===== src/design/irq_collector_pkg.sv =====
package irq_collector_pkg;

  localparam int unsigned SRC_COUNT = 5;
  localparam int unsigned PIN_COUNT = 8;

  // Register indices; the byte address on the bus is four times the index.
  localparam logic [13:0] IDX_INTERRUPT_ENABLE = 14'h1001;
  localparam logic [13:0] IDX_INTERRUPT_PENDING = 14'h1002;
  localparam logic [13:0] IDX_PORT0_PIN_MASK = 14'h1011;
  localparam logic [13:0] IDX_PORT0_EDGE_POLARITY = 14'h1012;
  localparam logic [13:0] IDX_PORT0_PIN_STATUS = 14'h1013;
  localparam logic [13:0] IDX_SERIAL_MODE = 14'h101c;
  localparam logic [13:0] IDX_SERIAL_STATUS = 14'h101d;
  localparam logic [13:0] IDX_SERIAL_TRANSMIT_BYTE = 14'h101e;
  localparam logic [13:0] IDX_SERIAL_RECEIVE_BYTE = 14'h101f;

  // Source bit positions shared by the enable and pending registers.
  localparam int unsigned SRC_TIMER0 = 0;
  localparam int unsigned SRC_TIMER1 = 1;
  localparam int unsigned SRC_PORT0 = 2;
  localparam int unsigned SRC_HOST_MCU = 3;
  localparam int unsigned SRC_TWO_WIRE = 4;

  // Serial status field positions.
  localparam int unsigned SST_COMPLETE = 7;
  localparam int unsigned SST_HOST_ACK = 3;
  localparam int unsigned SST_GENERAL_CALL = 2;
  localparam int unsigned SST_FIRST_DATA = 1;
  localparam int unsigned SST_DIRECTION = 0;

  // Reset values.
  localparam logic [4:0] RST_INTERRUPT_ENABLE = 5'h00;
  localparam logic [4:0] RST_INTERRUPT_PENDING = 5'h00;
  localparam logic [7:0] RST_BYTE = 8'h00;

  // Event strobes from the two-wire slave shift logic, one cycle each.
  typedef struct packed {
    logic id_read_done;
    logic data_read_done;
    logic data_write_done;
    logic read_direction;
    logic host_ack;
    logic general_call;
    logic first_data;
    logic rx_valid;
    logic [7:0] rx_data;
  } two_wire_event_t;

  // Classic Wishbone request from the master.
  typedef struct packed {
    logic cyc;
    logic stb;
    logic we;
    logic [3:0] sel;
    logic [15:0] adr;
    logic [31:0] dat;
  } wb_request_t;

endpackage


===== src/design/irq_collector.sv =====
`timescale 1ns/1ps
`default_nettype none
module irq_collector (
  // Clock and reset
  input wire logic clk_i,
  input wire logic rst_i,
  // Wishbone slave
  input wire irq_collector_pkg::wb_request_t wb_i,
  output logic [31:0] wb_dat_o,
  output logic wb_ack_o,
  // Event sources
  input wire logic timer0_event_i,
  input wire logic timer1_event_i,
  input wire logic host_mcu_event_i,
  input wire logic [7:0] port0_pin_i,
  input wire irq_collector_pkg::two_wire_event_t two_wire_event_i,
  // Two-wire slave configuration and status read pulse
  output logic [7:0] serial_transmit_byte_o,
  output logic [7:0] serial_mode_o,
  output logic two_wire_status_read_o,
  // Core request
  output logic irq_o
);
  import irq_collector_pkg::*;

  logic [4:0] interrupt_enable_reg;
  logic [4:0] interrupt_pending_reg;
  logic [4:0] interrupt_pending_next;
  logic [7:0] port0_pin_mask_reg;
  logic [7:0] port0_edge_polarity_reg;
  logic [7:0] port0_pin_status_reg;
  logic [7:0] port0_pin_status_next;
  logic [7:0] pin_edge;
  logic [7:0] pin_hit;
  logic [7:0] serial_status;
  logic [7:0] serial_receive_byte;
  logic two_wire_complete;
  logic [4:0] source_event;
  logic [13:0] reg_index;
  logic access;
  logic wr;
  logic rd;
  logic [7:0] wr_byte;
  logic [7:0] rd_byte;
  logic mapped;

  // Bus decode: one access per request, answered by a one-cycle ack.
  assign reg_index = wb_i.adr[15:2];
  assign access = wb_i.cyc & wb_i.stb & ~wb_ack_o;
  assign wr = access & wb_i.we & wb_i.sel[0];
  assign rd = access & ~wb_i.we;
  assign wr_byte = wb_i.dat[7:0];

  pin_edge_detect u_pin_edge (
    .clk_i(clk_i),
    .rst_i(rst_i),
    .pin_i(port0_pin_i),
    .rising_i(port0_edge_polarity_reg),
    .edge_o(pin_edge)
  );

  serial_event_capture u_serial (
    .clk_i(clk_i),
    .rst_i(rst_i),
    .event_i(two_wire_event_i),
    .status_read_i(two_wire_status_read_o),
    .status_o(serial_status),
    .rx_byte_o(serial_receive_byte),
    .complete_o(two_wire_complete)
  );

  assign pin_hit = pin_edge & port0_pin_mask_reg;

  assign source_event[SRC_TIMER0] = timer0_event_i;
  assign source_event[SRC_TIMER1] = timer1_event_i;
  assign source_event[SRC_PORT0] = |pin_hit;
  assign source_event[SRC_HOST_MCU] = host_mcu_event_i;
  assign source_event[SRC_TWO_WIRE] = two_wire_complete;

  always_comb begin
    mapped = 1'b1;
    rd_byte = 8'h00;
    case (reg_index)
      IDX_INTERRUPT_ENABLE: rd_byte = {3'h0, interrupt_enable_reg};
      IDX_INTERRUPT_PENDING: rd_byte = {3'h0, interrupt_pending_reg};
      IDX_PORT0_PIN_MASK: rd_byte = port0_pin_mask_reg;
      IDX_PORT0_EDGE_POLARITY: rd_byte = port0_edge_polarity_reg;
      IDX_PORT0_PIN_STATUS: rd_byte = port0_pin_status_reg;
      IDX_SERIAL_MODE: rd_byte = serial_mode_o;
      IDX_SERIAL_STATUS: rd_byte = serial_status;
      IDX_SERIAL_TRANSMIT_BYTE: rd_byte = 8'h00;
      IDX_SERIAL_RECEIVE_BYTE: rd_byte = serial_receive_byte;
      default: mapped = 1'b0;
    endcase
  end

  // Ack and read data; unmapped addresses answer zero and ignore writes.
  always_ff @(posedge clk_i) begin
    if (rst_i) begin
      wb_ack_o <= 1'b0;
      wb_dat_o <= 32'h0000_0000;
    end else begin
      wb_ack_o <= access;
      if (rd) begin
        wb_dat_o <= {24'h00_0000, mapped ? rd_byte : 8'h00};
      end
    end
  end

  // Reading serial status clears its completion flag.
  always_ff @(posedge clk_i) begin
    if (rst_i) begin
      two_wire_status_read_o <= 1'b0;
    end else begin
      two_wire_status_read_o <= rd & (reg_index == IDX_SERIAL_STATUS);
    end
  end

  always_ff @(posedge clk_i) begin
    if (rst_i) begin
      interrupt_enable_reg <= RST_INTERRUPT_ENABLE;
    end else if (wr && reg_index == IDX_INTERRUPT_ENABLE) begin
      interrupt_enable_reg <= wr_byte[4:0];
    end
  end

  always_comb begin
    interrupt_pending_next = interrupt_pending_reg;
    if (wr && reg_index == IDX_INTERRUPT_PENDING) begin
      interrupt_pending_next = interrupt_pending_reg & wr_byte[4:0];
    end
    interrupt_pending_next = interrupt_pending_next | source_event;
  end

  always_ff @(posedge clk_i) begin
    if (rst_i) begin
      interrupt_pending_reg <= RST_INTERRUPT_PENDING;
    end else begin
      interrupt_pending_reg <= interrupt_pending_next;
    end
  end

  always_ff @(posedge clk_i) begin
    if (rst_i) begin
      port0_pin_mask_reg <= RST_BYTE;
    end else if (wr && reg_index == IDX_PORT0_PIN_MASK) begin
      port0_pin_mask_reg <= wr_byte;
    end
  end

  always_ff @(posedge clk_i) begin
    if (rst_i) begin
      port0_edge_polarity_reg <= RST_BYTE;
    end else if (wr && reg_index == IDX_PORT0_EDGE_POLARITY) begin
      port0_edge_polarity_reg <= wr_byte;
    end
  end

  always_comb begin
    port0_pin_status_next = port0_pin_status_reg;
    if (wr && reg_index == IDX_PORT0_PIN_STATUS) begin
      port0_pin_status_next = port0_pin_status_reg & wr_byte;
    end
    port0_pin_status_next = port0_pin_status_next | pin_hit;
  end

  always_ff @(posedge clk_i) begin
    if (rst_i) begin
      port0_pin_status_reg <= RST_BYTE;
    end else begin
      port0_pin_status_reg <= port0_pin_status_next;
    end
  end

  // Serial mode register: ack enable, general call enable and device ID.
  always_ff @(posedge clk_i) begin
    if (rst_i) begin
      serial_mode_o <= RST_BYTE;
    end else if (wr && reg_index == IDX_SERIAL_MODE) begin
      serial_mode_o <= wr_byte;
    end
  end

  always_ff @(posedge clk_i) begin
    if (rst_i) begin
      serial_transmit_byte_o <= RST_BYTE;
    end else if (wr && reg_index == IDX_SERIAL_TRANSMIT_BYTE) begin
      serial_transmit_byte_o <= wr_byte;
    end
  end

  always_ff @(posedge clk_i) begin
    if (rst_i) begin
      irq_o <= 1'b0;
    end else begin
      irq_o <= |(interrupt_pending_next & interrupt_enable_reg);
    end
  end

  // The request follows the next pending value and the enable register one cycle later.
  a_irq_follows_pending: assert property (
    @(posedge clk_i) disable iff (rst_i)
    ##1 irq_o == |($past(interrupt_pending_next) & $past(interrupt_enable_reg)))
    else $error("irq output does not follow pending and enable");

  a_irq_single_entry: assert property (
    @(posedge clk_i) disable iff (rst_i)
    (irq_o && !$past(rst_i)) |-> $past(|(interrupt_pending_next & interrupt_enable_reg)))
    else $error("irq raised without an enabled pending source");

  a_pending_clear_zero: assert property (
    @(posedge clk_i) disable iff (rst_i)
    (wr && reg_index == IDX_INTERRUPT_PENDING && !wr_byte[SRC_TIMER0] && !timer0_event_i)
    |=> !interrupt_pending_reg[SRC_TIMER0])
    else $error("write of zero did not clear timer 0 pending");

  a_pending_write_one: assert property (
    @(posedge clk_i) disable iff (rst_i)
    (wr && reg_index == IDX_INTERRUPT_PENDING && wr_byte[4:0] == 5'h1f && !(|source_event))
    |=> interrupt_pending_reg == $past(interrupt_pending_reg))
    else $error("write of one changed a pending flag");

  a_pending_set_wins: assert property (
    @(posedge clk_i) disable iff (rst_i)
    timer1_event_i |=> interrupt_pending_reg[SRC_TIMER1])
    else $error("timer 1 event lost");

  a_enable_write: assert property (
    @(posedge clk_i) disable iff (rst_i)
    (wr && reg_index == IDX_INTERRUPT_ENABLE) |=> interrupt_enable_reg == $past(wr_byte[4:0]))
    else $error("enable register did not take the written value");

  a_pin_mask_gate: assert property (
    @(posedge clk_i) disable iff (rst_i)
    (|(pin_edge & ~port0_pin_mask_reg) && !(|pin_hit)
      && !(wr && reg_index == IDX_PORT0_PIN_STATUS))
    |=> port0_pin_status_reg == $past(port0_pin_status_reg))
    else $error("masked pin edge raised an event");

  a_pin_status_set: assert property (
    @(posedge clk_i) disable iff (rst_i)
    (|pin_hit) |=> ((port0_pin_status_reg & $past(pin_hit)) == $past(pin_hit))
      && interrupt_pending_reg[SRC_PORT0])
    else $error("pin edge not recorded in status or pending");

  a_serial_source: assert property (
    @(posedge clk_i) disable iff (rst_i)
    two_wire_event_i.data_write_done |-> ##1 two_wire_complete ##1 interrupt_pending_reg[SRC_TWO_WIRE])
    else $error("two-wire completion did not raise its pending flag");

  a_serial_complete_flag: assert property (
    @(posedge clk_i) disable iff (rst_i)
    two_wire_event_i.id_read_done |=> serial_status[SST_COMPLETE])
    else $error("serial completion flag not set");

  a_serial_direction: assert property (
    @(posedge clk_i) disable iff (rst_i)
    two_wire_event_i.id_read_done |=>
      serial_status[SST_DIRECTION] == $past(two_wire_event_i.read_direction))
    else $error("serial direction flag wrong");

  a_transmit_byte: assert property (
    @(posedge clk_i) disable iff (rst_i)
    (wr && reg_index == IDX_SERIAL_TRANSMIT_BYTE) |=> serial_transmit_byte_o == $past(wr_byte))
    else $error("transmit byte not loaded");

  a_receive_byte: assert property (
    @(posedge clk_i) disable iff (rst_i)
    two_wire_event_i.rx_valid |=> serial_receive_byte == $past(two_wire_event_i.rx_data))
    else $error("receive byte not captured");

  a_ack_one_cycle: assert property (
    @(posedge clk_i) disable iff (rst_i)
    wb_ack_o |=> !wb_ack_o)
    else $error("ack held for more than one cycle");

  a_ack_answers: assert property (
    @(posedge clk_i) disable iff (rst_i)
    access |=> wb_ack_o)
    else $error("bus request not acknowledged in one cycle");

  a_polarity_write: assert property (
    @(posedge clk_i) disable iff (rst_i)
    (wr && reg_index == IDX_PORT0_EDGE_POLARITY)
    |=> port0_edge_polarity_reg == $past(wr_byte))
    else $error("polarity register did not take the written value");

  a_mask_write: assert property (
    @(posedge clk_i) disable iff (rst_i)
    (wr && reg_index == IDX_PORT0_PIN_MASK) |=> port0_pin_mask_reg == $past(wr_byte))
    else $error("pin mask register did not take the written value");

  a_pin_status_clear: assert property (
    @(posedge clk_i) disable iff (rst_i)
    (wr && reg_index == IDX_PORT0_PIN_STATUS && !(|pin_hit))
    |=> port0_pin_status_reg == ($past(port0_pin_status_reg) & $past(wr_byte)))
    else $error("pin status write did not clear the zero bits");

  a_pending_read: assert property (
    @(posedge clk_i) disable iff (rst_i)
    (rd && reg_index == IDX_INTERRUPT_PENDING)
    |=> wb_dat_o == {27'h0, $past(interrupt_pending_reg)})
    else $error("pending read returned the wrong value");

  a_status_read_pulse: assert property (
    @(posedge clk_i) disable iff (rst_i)
    (rd && reg_index == IDX_SERIAL_STATUS) |=> two_wire_status_read_o)
    else $error("serial status read did not raise the clear pulse");

  a_receive_read_only: assert property (
    @(posedge clk_i) disable iff (rst_i)
    (wr && reg_index == IDX_SERIAL_RECEIVE_BYTE && !two_wire_event_i.rx_valid)
    |=> serial_receive_byte == $past(serial_receive_byte))
    else $error("receive byte changed by a bus write");

endmodule
`default_nettype wire


===== src/design/pin_edge_detect.sv =====
`timescale 1ns/1ps
`default_nettype none
// Three-stage synchroniser per pin with edge detection on the settled level.
module pin_edge_detect (
  // Clock and reset
  input wire logic clk_i,
  input wire logic rst_i,
  // Pins and selection
  input wire logic [7:0] pin_i,
  input wire logic [7:0] rising_i,
  // Edge pulses
  output logic [7:0] edge_o
);
  logic [7:0] sync1_reg;
  logic [7:0] sync2_reg;
  logic [7:0] sync3_reg;
  logic [7:0] level_reg;

  always_ff @(posedge clk_i) begin
    if (rst_i) begin
      sync1_reg <= 8'h00;
      sync2_reg <= 8'h00;
      sync3_reg <= 8'h00;
    end else begin
      sync1_reg <= pin_i;
      sync2_reg <= sync1_reg;
      sync3_reg <= sync2_reg;
    end
  end

  genvar g;
  generate
    for (g = 0; g < 8; g++) begin : gen_pin
      // A change counts once the last two stages agree.
      always_ff @(posedge clk_i) begin
        if (rst_i) begin
          level_reg[g] <= 1'b0;
          edge_o[g] <= 1'b0;
        end else begin
          edge_o[g] <= 1'b0;
          if (sync2_reg[g] == sync3_reg[g] && sync3_reg[g] != level_reg[g]) begin
            level_reg[g] <= sync3_reg[g];
            edge_o[g] <= (sync3_reg[g] == rising_i[g]);
          end
        end
      end
    end
  endgenerate

endmodule
`default_nettype wire


===== src/design/serial_event_capture.sv =====
`timescale 1ns/1ps
`default_nettype none
// Holds the two-wire status flags and the last received byte.
module serial_event_capture (
  // Clock and reset
  input wire logic clk_i,
  input wire logic rst_i,
  // Events and clear
  input wire irq_collector_pkg::two_wire_event_t event_i,
  input wire logic status_read_i,
  // State
  output logic [7:0] status_o,
  output logic [7:0] rx_byte_o,
  output logic complete_o
);
  import irq_collector_pkg::*;

  logic done;

  assign done = event_i.id_read_done | event_i.data_read_done | event_i.data_write_done;

  always_ff @(posedge clk_i) begin
    if (rst_i) begin
      status_o <= RST_BYTE;
      complete_o <= 1'b0;
    end else begin
      complete_o <= done;
      // complete flag, set wins over read clear
      if (done) begin
        status_o[SST_COMPLETE] <= 1'b1;
      end else if (status_read_i) begin
        status_o[SST_COMPLETE] <= 1'b0;
      end
      if (event_i.id_read_done) begin
        status_o[SST_DIRECTION] <= event_i.read_direction;
        status_o[SST_GENERAL_CALL] <= event_i.general_call;
      end
      if (event_i.data_read_done) begin
        status_o[SST_HOST_ACK] <= event_i.host_ack;
      end
      if (event_i.rx_valid) begin
        status_o[SST_FIRST_DATA] <= event_i.first_data;
      end
    end
  end

  always_ff @(posedge clk_i) begin
    if (rst_i) begin
      rx_byte_o <= RST_BYTE;
    end else if (event_i.rx_valid) begin
      rx_byte_o <= event_i.rx_data;
    end
  end

endmodule
`default_nettype wire


===== config.mk =====
export PLATFORM = sky130hd
export DESIGN_NAME = irq_collector
export DESIGN_NICKNAME = d
export VERILOG_FILES = /design/src/design/irq_collector_pkg.sv /design/src/design/irq_collector.sv /design/src/design/pin_edge_detect.sv /design/src/design/serial_event_capture.sv
export SDC_FILE = /design/constraint.sdc
export NUM_CORES = 1
export LEC_CHECK = 0
export BUFFER_PORTS_ARGS = -buffer_cell sky130_fd_sc_hd__buf_2
export CORE_ASPECT_RATIO = 1.2
export CORE_MARGIN = 2
export CORE_UTILIZATION = 50
export CTS_CLUSTER_SIZE = 10
export DETAILED_ROUTE_END_ITERATION = 16
export GPL_TIMING_DRIVEN = 0
export PLACE_DENSITY = 0.77
export SYNTH_ARGS = -nofsm -noshare
export SYNTH_HDL_FRONTEND = slang
export SYNTH_SLANG_ARGS = --single-unit
export TNS_END_PERCENT = 5

===== constraint.sdc =====
create_clock -name clk_i -period 2.2 [get_ports clk_i]
set_input_delay 0.11 -clock clk_i [delete_from_list [all_inputs] [get_ports clk_i]]
set_output_delay 0.11 -clock clk_i [all_outputs]
set_load 0.02 [all_outputs]

==> results.json <==
{
  "worstReg2RegStart": "wb_ack_o$_SDFF_PP0_",
  "use_met1_pct": 28.00,
  "slew_headroom_pct": 29.96,
  "regArea_um2": 2302,
  "ys_warn_count": 0,
  "r2r_end": "serial_transmit_byte_o[4]$_SDFFE_PP0P_",
  "skew_ns": 0.007344,
  "fmax_mhz": 498.3,
  "core_area_um2": 9467,
  "routed_wl_mm": 12.98,
  "viasPerCell": 5.420,
  "first_pass_iters": 5,
  "use_met3_pct": 5.954,
  "nNetsFinal": 738,
  "globalplace.congestion": 0.9452,
  "clk_pin_slew_ns": 0.05,
  "antenna_found_initial": 0,
  "synth_top_area_share_pct": 47.80,
  "track_usage_pct": 25.73,
  "port_buffers": 78,
  "vias": 4276,
  "yosysUniqueCellTypes": 53,
  "cts_max_path_buffers": 2,
  "grt_pass1_wl_mm": 20.42,
  "synth_top_flop_cell": "dfxtp_1",
  "hold_violations": 0,
  "cp-endpoint": "serial_transmit_byte_o[4]$_SDFFE_PP0P_",
  "start_util_pct": 50.87,
  "pwr_density_cell_nw_per_um2": 834.0,
  "place_hpwl_mm": 9.143,
  "start_kind": "register",
  "hold_path_class": "input port to register",
  "period_minus_slack_ns": 2.007,
  "finalSetupViolations": 0,
  "arrival_ns": 2.28,
  "min_path_cells": 3,
  "worstSetupPathType": "register to register",
  "cp-end-kind": "register",
  "finalSetupTns_ns": 0,
  "post_cts_buffers": 0,
  "seq_area_frac_synth_pct": 47.80,
  "synthCells": 510,
  "ir_drop_uv": 505.1,
  "synth-seq-cells": 115,
  "drc_errors": 0,
  "worst_slew_pin_slew_ns": 1.041,
  "cts_sinks": 115,
  "htree_levels": 4,
  "rsz0062_at_grt": "false",
  "rr_worst_depth": 5,
  "drt_iter0_markers": 268,
  "worst_slack_ns": 0.1932,
  "grt_max_degree": 17,
  "cts_tree": "built",
  "root_buffer": "clkbuf_16",
  "maxSlewViolCount": 0,
  "required_ns": 2.48,
  "chipHeight_um": 111.5,
  "yosys-top-cells-area": "dfxtp_1 48%, mux2i_1 10%, nor2_1 5.2%, buf_4 3.9%, a21oi_1 3.7%",
  "worst_hold_slack_ns": 0.009521,
  "r2r_slack_ns": 0.19,
  "cap_violations": 0,
  "diodes": 0,
  "drive_above_1_share_pct": 24.02,
  "synth.cell_area_um2": 4816,
  "fill_cells": 750,
  "multiInputGateArea_um2": 2302,
  "yosysTopAreaCell": "dfxtp_1",
  "die_x_um": 93.59,
  "worstPathMaxFanout": 8,
  "finish.instance_area_um2": 6291,
  "post-place-cells": 734,
  "num_rows": 39,
  "status": "finished clean",
  "synth-edff-count": 0,
  "gr-max-usage-layer": "met2",
  "grt_pass1_vias": 4161,
  "fin_cells": 789,
  "io_pins": 135,
  "clk_latency_ns": 0.41,
  "overflow": 0,
  "postPlaceCellArea_um2": 5446,
  "detail-route-antenna-nets": 0,
  "worstSetupStartpoint": "wb_ack_o$_SDFF_PP0_",
  "finalCritPeriodShare_pct": 91.22,
  "postSynthAreaPerCell_um2": 9.443,
  "grtUsageMet2_pct": 45.18,
  "syn2layout_area_growth_pct": 30.63,
  "cts_buffers": 17,
  "p_leak_nw": 2.643,
  "wl_per_cell_um": 16.45,
  "async_flop_share_pct": 0,
  "dieArea_um2": 10440,
  "dp_slack_ns": -0.3178
}
worst min-delay path by stage:
stage | slack [ns] | endpoint | from
after floorplan | 0.24 | u_pin_edge.sync1_reg[0]$_SDFF_PP0_ | port0_pin_i[0]
after global routing | 0.02 | interrupt_pending_reg[3]$_SDFF_PP0_ | host_mcu_event_i
final | 0.01 | interrupt_pending_reg[3]$_SDFF_PP0_ | host_mcu_event_i
after global placement | 0.32 | u_pin_edge.sync1_reg[2]$_SDFF_PP0_ | port0_pin_i[2]
after CTS | 0.005 | interrupt_pending_reg[3]$_SDFF_PP0_ | host_mcu_event_i
after detailed placement | 0.32 | u_pin_edge.sync1_reg[3]$_SDFF_PP0_ | port0_pin_i[3]
per-stage QoR:
| step | power, mW | util [%] |
|---|---|---|
| 2_1_floorplan | 2.403 | - |
| 3_3_place_gp | 2.518 | 57.53 |
| 3_5_place_dp | 2.528 | 57.53 |
| 4_1_cts | 5.263 | 66.39 |
| 5_1_grt | 5.409 | 66.46 |
| 6_report | 5.247 | 66.46 |
cell families after synthesis:
| group | after synthesis | synth area share, % |
|---|---|---|
| DFF | 115 | 47.80 |
| AOI/OAI and AO/OA | 103 | 13.07 |
| other | 1 | 0.07787 |
| muxes | 51 | 10.65 |
| buffers and inverters | 53 | 6.313 |
| and+or+nand+nor | 187 | 22.08 |
worst max-delay path: stages, from the launching register on:
cell	delay, ns
dfxtp_1	0.30
nand3b_1	0.27
or2_2	0.39
nor3_4	0.58
mux2i_1	0.27
nor2_1	0.06
metal layers:
layer	vias up	wire length, µm
met1	1980	4988
met2	179	6536
met4	0	573
li1	2073	-
met5	-	0
met3	44	881
cells in the final DEF (no fill, tap or decap), types with 25 or more instances in the layout:
cell type  synthesis  final
mux2i_1           49     49
nand2_1           28     28
buf_2              3     81
nor2_1            67     67
o21ai_0           29     29
a21oi_1           36     36
nor2b_1           28     28
buf_4             25     25
dfxtp_1          115    115
power by group:
part	internal (mW)	switching, mW
clock	1.80	0.915
sequential	2.13	0.0297
combinational	0.156	0.208
total	4.09	1.15
cell type report:
cell class | count | area share [%]
plain buffers | 49 | 4.594
clock buffers | 23 | 7.916
clock inverters | 8 | 1.591
inverters | 4 | 0.2387
multi-input cells | 365 | 36.60
flip-flops and latches | 115 | 36.60
well taps | 123 | 2.446
repair buffers | 102 | 10.02
synth_stat cells, types with 4 or more instances:
cell type / n
inv_1: 4
dfxtp_1: 115
nand4b_1: 9
nor3_1: 5
nand2_1: 28
or4b_2: 9
a21oi_1: 36
a211oi_1: 4
nand3_1: 6
o21ai_0: 29
buf_4: 25
clkbuf_1: 19
nor2b_1: 28
mux2i_1: 49
a22oi_1: 12
nor2_1: 67
a31oi_1: 6
what timing repair did:
| item | CTS | global route |
|---|---|---|
| hold buffers | 24 | 0 |
| endpoints found under the setup margin | 0 | 8 |
| resized for setup | 0 | 1 |
| endpoints found under the hold margin | 23 | 0 |
Note: power is estimated with default switching activity, not from simulation.
